File: src/ima_tx_cfg_pkg.sv
// Package of constants for the transmit link and group configuration registers
package ima_tx_cfg_pkg;

  // ----------------------------------------------------------------
  // Sizes
  // ----------------------------------------------------------------
  localparam int NUM_LINKS = 8;
  localparam int NUM_GROUPS = 4;
  localparam int ADDR_W = 9;
  localparam int DATA_W = 8;

  // ----------------------------------------------------------------
  // Register byte addresses (direct access)
  // ----------------------------------------------------------------
  localparam logic [8:0] ADDR_FRAME_BASE = 9'h0C0;
  localparam logic [8:0] ADDR_OFFSET_BASE = 9'h0C4;
  localparam logic [8:0] ADDR_LINK_CTL_BASE = 9'h0CC;
  localparam logic [8:0] ADDR_GROUP_CTL_BASE = 9'h0D4;
  localparam logic [8:0] ADDR_MODE_STATUS = 9'h0EF;
  localparam logic [8:0] ADDR_INTEG_BASE = 9'h200;

  // ----------------------------------------------------------------
  // Reset values
  // ----------------------------------------------------------------
  localparam logic [7:0] FRAME_CFG_RST = 8'h58;
  localparam logic [7:0] LINK_CTL_RST = 8'h04;
  localparam logic [7:0] GROUP_CTL_RST = 8'h29;
  localparam logic [3:0] INTEG_CODE_RST = 4'h5;
  localparam logic [7:0] MODE_STATUS_RST = 8'hFF;
  localparam logic [7:0] READ_ZERO = 8'h00;

  // ----------------------------------------------------------------
  // Link control field positions
  // ----------------------------------------------------------------
  localparam int LCTL_USER_BIT = 6;
  localparam int LCTL_NOCOSET_BIT = 5;
  localparam int LCTL_SCRAMBLE_BIT = 4;
  localparam int LCTL_UNI_BIT = 2;
  localparam int LCTL_GROUP_LSB = 0;
  localparam int GROUP_W = 2;

  // ----------------------------------------------------------------
  // Group control and frame field positions
  // ----------------------------------------------------------------
  localparam int GCTL_STUFF_BIT = 7;
  localparam int GCTL_OVER_LSB = 3;
  localparam int GCTL_OVER_W = 4;
  localparam int GCTL_UNDER_LSB = 0;
  localparam int GCTL_UNDER_W = 3;
  localparam int FRAME_M_LSB = 5;
  localparam int FRAME_M_W = 2;
  localparam int INTEG_CODE_W = 4;

  // ----------------------------------------------------------------
  // Frame length codes
  // ----------------------------------------------------------------
  typedef enum logic [1:0] {
    FRAME_32 = 2'h0,
    FRAME_64 = 2'h1,
    FRAME_128 = 2'h2,
    FRAME_256 = 2'h3
  } frame_len_e;

  // ----------------------------------------------------------------
  // Integration period: 2^(code + bias) cycles
  // ----------------------------------------------------------------
  localparam int INTEG_EXP_BIAS = 7;
  localparam logic [3:0] INTEG_CODE_RSVD = 4'hF;
  localparam logic [3:0] INTEG_CODE_MAX = 4'hE;
  localparam int INTEG_CNT_W = 22;

endpackage

File: src/link_tx_decode.sv
// Per-link decode of offset mask and transmit mode controls
`timescale 1ns/1ps
`default_nettype none
module link_tx_decode
  import ima_tx_cfg_pkg::*;
(
  // Clock and reset
  input wire logic clock,
  input wire logic srst,
  // Register contents
  input wire logic [7:0] offset,
  input wire logic [7:0] ctrl,
  input wire logic [1:0] frame_code,
  input wire logic phy_enable,
  // Decoded controls
  output logic [7:0] offset_used,
  output logic send_user,
  output logic coset_add,
  output logic scramble,
  output logic uni_mode,
  output logic [1:0] group
);

  // ----------------------------------------------------------------
  // Offset masking
  // ----------------------------------------------------------------
  // Keep only the bits that index a frame of the given length
  function automatic logic [7:0] mask_offset(input logic [7:0] val, input logic [1:0] code);
    logic [7:0] m;
    m = 8'hFF;
    unique case (frame_len_e'(code))
      FRAME_32: m = 8'h1F;
      FRAME_64: m = 8'h3F;
      FRAME_128: m = 8'h7F;
      FRAME_256: m = 8'hFF;
    endcase
    return val & m;
  endfunction

  logic [7:0] offset_nxt; // Masked offset
  logic send_nxt; // User cell gate
  logic uni;

  // Next values of decoded outputs
  always_comb begin
    uni = ctrl[LCTL_UNI_BIT];
    offset_nxt = uni ? READ_ZERO : mask_offset(offset, frame_code);
    // UNI traffic is gated by the cell-bus enable, not the register bit
    send_nxt = uni ? phy_enable : ctrl[LCTL_USER_BIT];
  end

  // Register outputs
  always_ff @(posedge clock) begin
    if (srst) begin
      offset_used <= READ_ZERO;
      send_user <= 1'b0;
      coset_add <= 1'b1;
      scramble <= 1'b0;
      uni_mode <= 1'b1;
      group <= '0;
    end else begin
      offset_used <= offset_nxt;
      send_user <= send_nxt;
      coset_add <= ~ctrl[LCTL_NOCOSET_BIT];
      scramble <= ctrl[LCTL_SCRAMBLE_BIT];
      uni_mode <= uni;
      group <= ctrl[LCTL_GROUP_LSB +: GROUP_W];
    end
  end
endmodule
`default_nettype wire

File: src/integration_timer.sv
// Per-group integration period tick generator
`timescale 1ns/1ps
`default_nettype none
module integration_timer
  import ima_tx_cfg_pkg::*;
(
  // Clock and reset
  input wire logic clock,
  input wire logic srst,
  // Period code
  input wire logic [3:0] code,
  // One-cycle tick at end of each period
  output logic tick
);

  logic [INTEG_CNT_W-1:0] cnt_r, cnt_nxt; // Cycle count
  logic tick_r, tick_nxt;
  logic [INTEG_CNT_W-1:0] last; // Final count of period
  logic [3:0] eff; // Clamped code

  // Next count; period is 2^(code+bias) cycles
  always_comb begin
    // Reserved code is not used as given; clamp it to the longest, INTEG_CODE_MAX
    eff = (code == INTEG_CODE_RSVD) ? INTEG_CODE_MAX : code;
    // Exponent summed at five bits; four would wrap for codes of 9 and up
    last = INTEG_CNT_W'((23'h1 << (5'(eff) + 5'(INTEG_EXP_BIAS))) - 23'h1);
    tick_nxt = (cnt_r >= last);
    cnt_nxt = tick_nxt ? '0 : cnt_r + 1'b1;
  end

  // Register count and tick
  always_ff @(posedge clock) begin
    if (srst) begin
      cnt_r <= '0;
      tick_r <= 1'b0;
    end else begin
      cnt_r <= cnt_nxt;
      tick_r <= tick_nxt;
    end
  end

  assign tick = tick_r;
endmodule
`default_nettype wire

File: src/ima_tx_link_group_config.sv
// Transmit link and group configuration register bank
//
// Overview of operation
// - Link offset masked to frame length bits
// - Offset used in IMA; resets to link index
// - Group code selects power-of-two integration period
// - Integration upper nibble reads zero; reset 0101
// - IMA: user bit enables user cells
// - UNI: cell-bus PHY enable gates user cells
// - Bit five clear adds coset to HEC
// - Bit four set scrambles link cells
// - Bit two selects UNI; resets UNI
// - Bits one-zero give link's IMA group
// - Group bit seven: stuff lead one/four frames
// - Group bits six-three: overflow limit, reset five
// - Group bits two-zero: underflow limit; reset one
// - Two-bit group field gives frame length
// - Status byte: ones for links not IMA
`timescale 1ns/1ps
`default_nettype none
module ima_tx_link_group_config
  import ima_tx_cfg_pkg::*;
#(
  parameter int LINKS = NUM_LINKS,
  parameter int GROUPS = NUM_GROUPS
) (
  // Clock and reset
  input wire logic clock,
  input wire logic srst,
  // Processor register port
  input wire logic [ADDR_W-1:0] addr,
  input wire logic [DATA_W-1:0] wdata,
  input wire logic wr_en,
  input wire logic rd_en,
  output logic [DATA_W-1:0] rdata,
  // Cell-bus input side enables, UNI mode
  input wire logic [LINKS-1:0] phy_user_enable,
  // Datapath reports a link has left IMA operation
  input wire logic [LINKS-1:0] link_drain_done,
  // Per-link controls
  output logic [LINKS-1:0][7:0] link_offset,
  output logic [LINKS-1:0] link_send_user,
  output logic [LINKS-1:0] link_coset_add,
  output logic [LINKS-1:0] link_scramble,
  output logic [LINKS-1:0] link_uni_mode,
  output logic [LINKS-1:0][1:0] link_group,
  // Per-group controls
  output logic [GROUPS-1:0] group_integ_tick,
  output logic [GROUPS-1:0] group_stuff_lead_four,
  output logic [GROUPS-1:0][3:0] group_over_limit,
  output logic [GROUPS-1:0][2:0] group_under_limit,
  output logic [GROUPS-1:0][1:0] group_frame_len
);

  // ----------------------------------------------------------------
  // Address decode helper
  // ----------------------------------------------------------------
  // True when a lies in the block of n bytes starting at base
  function automatic logic in_block(input logic [8:0] a, input logic [8:0] base, input int n);
    return (a >= base) && (a < base + 9'(n));
  endfunction

  // ----------------------------------------------------------------
  // Register state
  // ----------------------------------------------------------------
  logic [LINKS-1:0][7:0] offs_r, offs_nxt; // Control-cell offsets
  logic [LINKS-1:0][7:0] lctl_r, lctl_nxt; // Link control
  logic [GROUPS-1:0][7:0] gctl_r, gctl_nxt; // Group control
  logic [GROUPS-1:0][7:0] gfrm_r, gfrm_nxt; // Group frame config
  logic [GROUPS-1:0][3:0] gint_r, gint_nxt; // Integration codes
  logic [LINKS-1:0] ima_act_r, ima_act_nxt; // Link running in IMA
  logic [7:0] rdata_r, rdata_nxt; // Read data
  logic [8:0] idx; // Offset into a block
  logic [7:0] status; // Mode status view

  // Next register values from writes
  always_comb begin
    offs_nxt = offs_r;
    lctl_nxt = lctl_r;
    gctl_nxt = gctl_r;
    gfrm_nxt = gfrm_r;
    gint_nxt = gint_r;
    idx = '0;
    if (wr_en) begin
      if (in_block(addr, ADDR_OFFSET_BASE, LINKS)) begin
        idx = addr - ADDR_OFFSET_BASE;
        offs_nxt[idx] = wdata;
      end else if (in_block(addr, ADDR_LINK_CTL_BASE, LINKS)) begin
        idx = addr - ADDR_LINK_CTL_BASE;
        lctl_nxt[idx] = wdata;
      end else if (in_block(addr, ADDR_GROUP_CTL_BASE, GROUPS)) begin
        idx = addr - ADDR_GROUP_CTL_BASE;
        gctl_nxt[idx] = wdata;
      end else if (in_block(addr, ADDR_FRAME_BASE, GROUPS)) begin
        idx = addr - ADDR_FRAME_BASE;
        gfrm_nxt[idx] = wdata;
      end else if (in_block(addr, ADDR_INTEG_BASE, GROUPS)) begin
        idx = addr - ADDR_INTEG_BASE;
        gint_nxt[idx] = wdata[INTEG_CODE_W-1:0];
      end
    end
  end

  // Register bank storage
  always_ff @(posedge clock) begin
    if (srst) begin
      for (int i = 0; i < LINKS; i++) begin
        offs_r[i] <= 8'(i);
        lctl_r[i] <= LINK_CTL_RST;
      end
      for (int g = 0; g < GROUPS; g++) begin
        gctl_r[g] <= GROUP_CTL_RST;
        gfrm_r[g] <= FRAME_CFG_RST;
        gint_r[g] <= INTEG_CODE_RST;
      end
    end else begin
      offs_r <= offs_nxt;
      lctl_r <= lctl_nxt;
      gctl_r <= gctl_nxt;
      gfrm_r <= gfrm_nxt;
      gint_r <= gint_nxt;
    end
  end

  // ----------------------------------------------------------------
  // IMA mode status tracking
  // ----------------------------------------------------------------
  // Entering IMA is immediate; leaving waits for the datapath, so the
  // group number must stay put until the status bit returns to one
  always_comb begin
    for (int i = 0; i < LINKS; i++) begin
      if (!lctl_r[i][LCTL_UNI_BIT]) begin
        ima_act_nxt[i] = 1'b1;
      end else if (link_drain_done[i]) begin
        ima_act_nxt[i] = 1'b0;
      end else begin
        ima_act_nxt[i] = ima_act_r[i];
      end
    end
    status = ~8'(ima_act_r);
  end

  // Mode tracking register
  always_ff @(posedge clock) begin
    if (srst) begin
      ima_act_r <= '0;
    end else begin
      ima_act_r <= ima_act_nxt;
    end
  end

  // ----------------------------------------------------------------
  // Read path
  // ----------------------------------------------------------------
  // Read data is held between reads; unmapped addresses read zero
  always_comb begin
    rdata_nxt = rdata_r;
    if (rd_en) begin
      rdata_nxt = READ_ZERO;
      if (in_block(addr, ADDR_OFFSET_BASE, LINKS)) begin
        rdata_nxt = offs_r[3'(addr - ADDR_OFFSET_BASE)];
      end else if (in_block(addr, ADDR_LINK_CTL_BASE, LINKS)) begin
        rdata_nxt = lctl_r[3'(addr - ADDR_LINK_CTL_BASE)];
      end else if (in_block(addr, ADDR_GROUP_CTL_BASE, GROUPS)) begin
        rdata_nxt = gctl_r[2'(addr - ADDR_GROUP_CTL_BASE)];
      end else if (in_block(addr, ADDR_FRAME_BASE, GROUPS)) begin
        rdata_nxt = gfrm_r[2'(addr - ADDR_FRAME_BASE)];
      end else if (in_block(addr, ADDR_INTEG_BASE, GROUPS)) begin
        rdata_nxt = {4'h0, gint_r[2'(addr - ADDR_INTEG_BASE)]};
      end else if (addr == ADDR_MODE_STATUS) begin
        rdata_nxt = status;
      end
    end
  end

  // Read data register
  always_ff @(posedge clock) begin
    if (srst) begin
      rdata_r <= READ_ZERO;
    end else begin
      rdata_r <= rdata_nxt;
    end
  end

  assign rdata = rdata_r;

  // ----------------------------------------------------------------
  // Per-link decode
  // ----------------------------------------------------------------
  for (genvar l = 0; l < LINKS; l++) begin : g_link
    link_tx_decode u_dec (
      .clock(clock),
      .srst(srst),
      .offset(offs_r[l]),
      .ctrl(lctl_r[l]),
      .frame_code(gfrm_r[lctl_r[l][LCTL_GROUP_LSB +: GROUP_W]][FRAME_M_LSB +: FRAME_M_W]),
      .phy_enable(phy_user_enable[l]),
      .offset_used(link_offset[l]),
      .send_user(link_send_user[l]),
      .coset_add(link_coset_add[l]),
      .scramble(link_scramble[l]),
      .uni_mode(link_uni_mode[l]),
      .group(link_group[l])
    );
  end

  // ----------------------------------------------------------------
  // Per-group outputs
  // ----------------------------------------------------------------
  for (genvar g = 0; g < GROUPS; g++) begin : g_grp
    integration_timer u_tmr (
      .clock(clock),
      .srst(srst),
      .code(gint_r[g]),
      .tick(group_integ_tick[g])
    );
    // Outputs straight from the register flip-flops
    assign group_stuff_lead_four[g] = gctl_r[g][GCTL_STUFF_BIT];
    assign group_over_limit[g] = gctl_r[g][GCTL_OVER_LSB +: GCTL_OVER_W];
    assign group_under_limit[g] = gctl_r[g][GCTL_UNDER_LSB +: GCTL_UNDER_W];
    assign group_frame_len[g] = gfrm_r[g][FRAME_M_LSB +: FRAME_M_W];
  end
endmodule
`default_nettype wire

File: config.mk
export PLATFORM = sky130hd
export DESIGN_NAME = ima_tx_link_group_config
export DESIGN_NICKNAME = d
export VERILOG_FILES = /design/src/ima_tx_cfg_pkg.sv /design/src/link_tx_decode.sv /design/src/integration_timer.sv /design/src/ima_tx_link_group_config.sv
export SDC_FILE = /design/constraint.sdc
export NUM_CORES = 1
export LEC_CHECK = 0
export BUFFER_PORTS_ARGS = -buffer_cell sky130_fd_sc_hd__buf_2
export CAP_MARGIN = 0
export CORE_ASPECT_RATIO = 1.5
export CORE_UTILIZATION = 59
export DETAILED_ROUTE_END_ITERATION = 10
export PLACE_DENSITY = 0.8
export SLEW_MARGIN = 0
export SYNTH_ARGS = -nofsm -noshare
export SYNTH_HDL_FRONTEND = slang
export SYNTH_SLANG_ARGS = --single-unit
File: constraint.sdc
create_clock -name clock -period 4.4 [get_ports clock]
set_input_delay 0.22 -clock clock [delete_from_list [all_inputs] [get_ports clock]]
set_output_delay 0.22 -clock clock [all_outputs]
set_load 0.02 [all_outputs]
==> impl_summary.md <==
Global route
The overall track demand over capacity in global routing is 0.299. The via count of the first global-routing pass is 15400. The pin count of the biggest net entering global routing is 100. The initial antenna violation count is 3. After global routing the overflow that remains totals 0. The first global-routing pass estimated 81.5 mm of wire.

Final layout
Leaving out fill and tap cells, the most frequent cells in the layout are dfxtp_1, nor2_1, buf_2. Compared with the post-synthesis result, the final layout area differs by 12.1%. The leading cell type in the layout, fill and taps excluded is dfxtp_1. The number of nets in the layout is 2335. After filler insertion, the fill cell instance count of the layout stands at 2576. The fraction of layout cells with a size suffix above 1 is 0.164.

Die
The area of the placeable core is 33300 sq um. The total die area is 34600 sq um. The vertical die dimension is 227 um. From left edge to right edge, the die measures 152 um. The initial core utilization is 0.599. The initialized floorplan defines 82 standard-cell rows. The I/O pin count is 201.

Synth
The share of the Yosys chip area taken by registers is 0.429. During synthesis, Yosys emitted a total of 0 warnings. The number of instances in the synthesized netlist is 2064. Of all flip-flops after synthesis, the portion carrying an async set or reset was 0.

For this run, the leading register cell type out of synthesis is dfxtp_1. The unique cell type count in the Yosys netlist is 63. The count of flip-flops with a built-in enable after synthesis is 0. The area of the mapped netlist is 20000 sq um. The average size of a mapped cell is 9.68 sq um.

The total of flip-flops plus latches after synthesis is 428.

STA
The final setup TNS is 0 ps. The final number of hold-violating endpoints was 0. The relative max-transition margin is 0.181. The actual transition at the worst max-transition pin is 1220 ps.

Setup violations remaining at the end of the flow were counted as 0. The final clock skew is 7.02 ps. The share of the clock period used by the worst path after layout is 0.711. Hold is met by 46.0 ps. The worst path needs 3130 ps of the cycle, external delays included. The number of pins with negative max-slew slack in the final report is 0.

Once routing completed, OpenROAD measured the worst setup slack at 1270 ps. Setup repair after global routing left no endpoint under its margin. Timing would allow up to 319 MHz.

Worst setup path
In this design, the largest share of critical-path delay is due to simple AND/OR/NAND/NOR gates. The depth of the worst register-to-register path is 7. The largest incremental delay on the critical path is 720 ps. Along the worst path, the maximum fanout reaches 21. STA classifies the critical path startpoint as a flip-flop. Walking the worst path, the cells encountered are o311ai_0 > ha_1 > nand4_1 > nor4_1 > a2111oi_0 > nand3_1 > nor2_1. The worst path buffer plus inverter count is 0.

In this run the critical register-to-register path is captured at g_grp[1].u_tmr.cnt_r[5]. The path type of the worst setup path is flip-flop to flip-flop. The kind of end point of the critical path is a flip-flop.

The setup slack of the worst register-to-register path is 1270 ps. For the worst setup path, the data arrival time is 3600 ps. The worst register-to-register path begins at gint_r[7].

The critical path required time is 4870 ps. The critical-path cell with the highest stage delay is nand3_1.

Clock network
The clock tree from TritonCTS is built. The root buffer cell is clkbuf_16. The number of gates resized after cts is 0. The clock latency of the later-clocked register in the worst-skew pair is 550 ps.

In this run the post-CTS setup repair buffer count came out at 0. The worst-case clock buffer depth is 3. The clock tree synthesis step divided the H-tree into 2 levels. The clock slew at the register clock pins of the worst setup and hold paths is 60 ps. The count of clock tree sinks is 428.

The number of clock buffers added by TritonCTS is 39.

Routing
The number of design rule violations left after detail routing is 24. Dividing the detail-routed via count by the number of cells gives 6.03. The post-detailed-route wirelength per cell is 19.9 um. The detailed router finished its first iteration with 1269 violations.

The overall routed net length is 52.7 mm. The count of vias placed by the detailed router is 16000. The number of iterations in the first detailed-routing pass is 9. The number of nets with antenna violations after routing is 0.

Place
The routability congestion estimate is 0.915. The worst setup timing slack at the placement stage is 1150 ps. The count of port buffers added during placement is 200. After legalization and detailed placement, the total HPWL measured 37.2 mm.

Outcome
The flow ran to the end, but the final reports show violations. The final reports fail on design-rule violations.

Min path
The class of the worst hold path is input pin to flip-flop. The start point of the worst hold path is link_drain_done[0]. The endpoint with the worst hold slack is ima_act_r[0]. The depth of the worst hold-timing path is 3.

Pwr
For this design the ratio of total power to cell area is 354 nW/um^2. IR analysis of the VDD net gives a maximum drop of 265 uV. The analysis attributes to cell leakage a power of 10.2 nW.

Job
The number of max-cap violations is 0.
==> cell families (layout without fill, tap and decap cells) <==
family | Yosys count | after routing | share of synthesized area
compound gates | 229 | 229 | 0.0735
xor+xnor | 85 | 85 | 0.0373
fa+ha+maj | 100 | 100 | 0.0626
buf+inv | 208 | 351 | 0.0509
flops | 428 | 428 | 0.429
mux | 234 | 234 | 0.160
other cells | 2 | 27 | 0.000376
simple gates | 778 | 778 | 0.186
==> registers in the layout, summed over array words and instances, names as in the netlist <==
name and count:
g_grp.u_tmr.cnt_r 88, g_grp.u_tmr.tick 4, g_link.u_dec.coset_add 8, g_link.u_dec.group 16
g_link.u_dec.offset_used 64, g_link.u_dec.scramble 8, g_link.u_dec.send_user 8, g_link.u_dec.uni_mode 8
gfrm_r 24, gint_r 16, group_frame_len 8, group_over_limit 16
group_stuff_lead_four 4, group_under_limit 12, ima_act_r 8, lctl_r 64
offs_r 64, rdata 8
==> power breakdown <==
part / switching (mW) / total (mW) / internal [mW]
Sequential: 0.0234 / 3.92 / 3.89
Combinational: 0.259 / 0.387 / 0.128
Clock: 1.52 / 3.61 / 2.09
==> Yosys cell counts, types with 8 or more instances <==
cell | n | area share
o211a_1 | 8 | 0.0040
buf_4 | 45 | 0.017
xor2_1 | 44 | 0.019
and2_1 | 47 | 0.015
ha_1 | 100 | 0.063
inv_1 | 54 | 0.010
nand4_1 | 38 | 0.012
buf_2 | 12 | 0.0030
dfxtp_1 | 428 | 0.43
nor3_1 | 35 | 0.0088
clkbuf_1 | 78 | 0.015
o21ai_0 | 48 | 0.012
xnor2_1 | 41 | 0.018
nand2_1 | 151 | 0.028
mux2i_1 | 166 | 0.083
buf_1 | 12 | 0.0023
nor2_1 | 304 | 0.057
nor2b_1 | 25 | 0.0078
o211ai_1 | 13 | 0.0049
nand2b_1 | 23 | 0.0072
a21o_1 | 27 | 0.010
a21oi_1 | 72 | 0.018
nand3_1 | 58 | 0.015
nor4_1 | 9 | 0.0028
mux4_2 | 68 | 0.077
or2_2 | 11 | 0.0034
a211oi_1 | 14 | 0.0053
and4_1 | 16 | 0.0070
and3_1 | 30 | 0.0094
==> worst max path at each step <==
stage / from / end / cells after the start
after floorplan: addr[2] / lctl_r[6] / 14
after global placement: addr[2] / lctl_r[46] / 9
after detailed placement: addr[2] / lctl_r[46] / 9
after CTS: gint_r[7] / g_grp[1].u_tmr.cnt_r[18] / 7
after global routing: gint_r[7] / g_grp[1].u_tmr.cnt_r[14] / 7
final: gint_r[7] / g_grp[1].u_tmr.cnt_r[5] / 7
==> routing by layer <==
metal,global-route usage,vias to the layer above,wire length (um)
met5,0,-,13
met3,0.0449,162,3570
li1,-,7418,-
met2,0.542,664,26700
met1,0.343,7735,20100
met4,0.157,2,2420
==> tightest hold or removal path, stage by stage <==
cell	delay [ps]
buf_2	110
nand2b_1	130
a21oi_1	80
==> area by class of cell <==
cell class / count / area (sq um) / share of cell area
multi-input combinational: 1450 / 10500 / 0.468
sequential: 428 / 8570 / 0.383
timing repair buffer: 225 / 1250 / 0.0557
clock buffer: 52 / 1110 / 0.0494
tap: 420 / 526 / 0.0235
clock inverter: 20 / 268 / 0.0120
inverter: 54 / 203 / 0.00905
antenna: 3 / 7.51 / 0.000335
==> what timing repair did <==
action                                  CTS  global route
endpoints found under the setup margin    0             0
hold buffers                             15             0
endpoints found under the hold margin    15             0
==> through the flow <==
stage | util | instances | area, sq um | power [mW]
2_1_floorplan | - | 2086 | 20100 | 4.26
3_3_place_gp | 0.626 | 2562 | 20900 | 4.36
3_5_place_dp | 0.626 | 2562 | 20900 | 4.37
4_1_cts | 0.671 | 2649 | 22400 | 7.94
5_1_grt | 0.672 | 2650 | 22400 | 8.15
6_report | 0.672 | 2652 | 22400 | 7.92
Power figures use the tool's default switching activity.
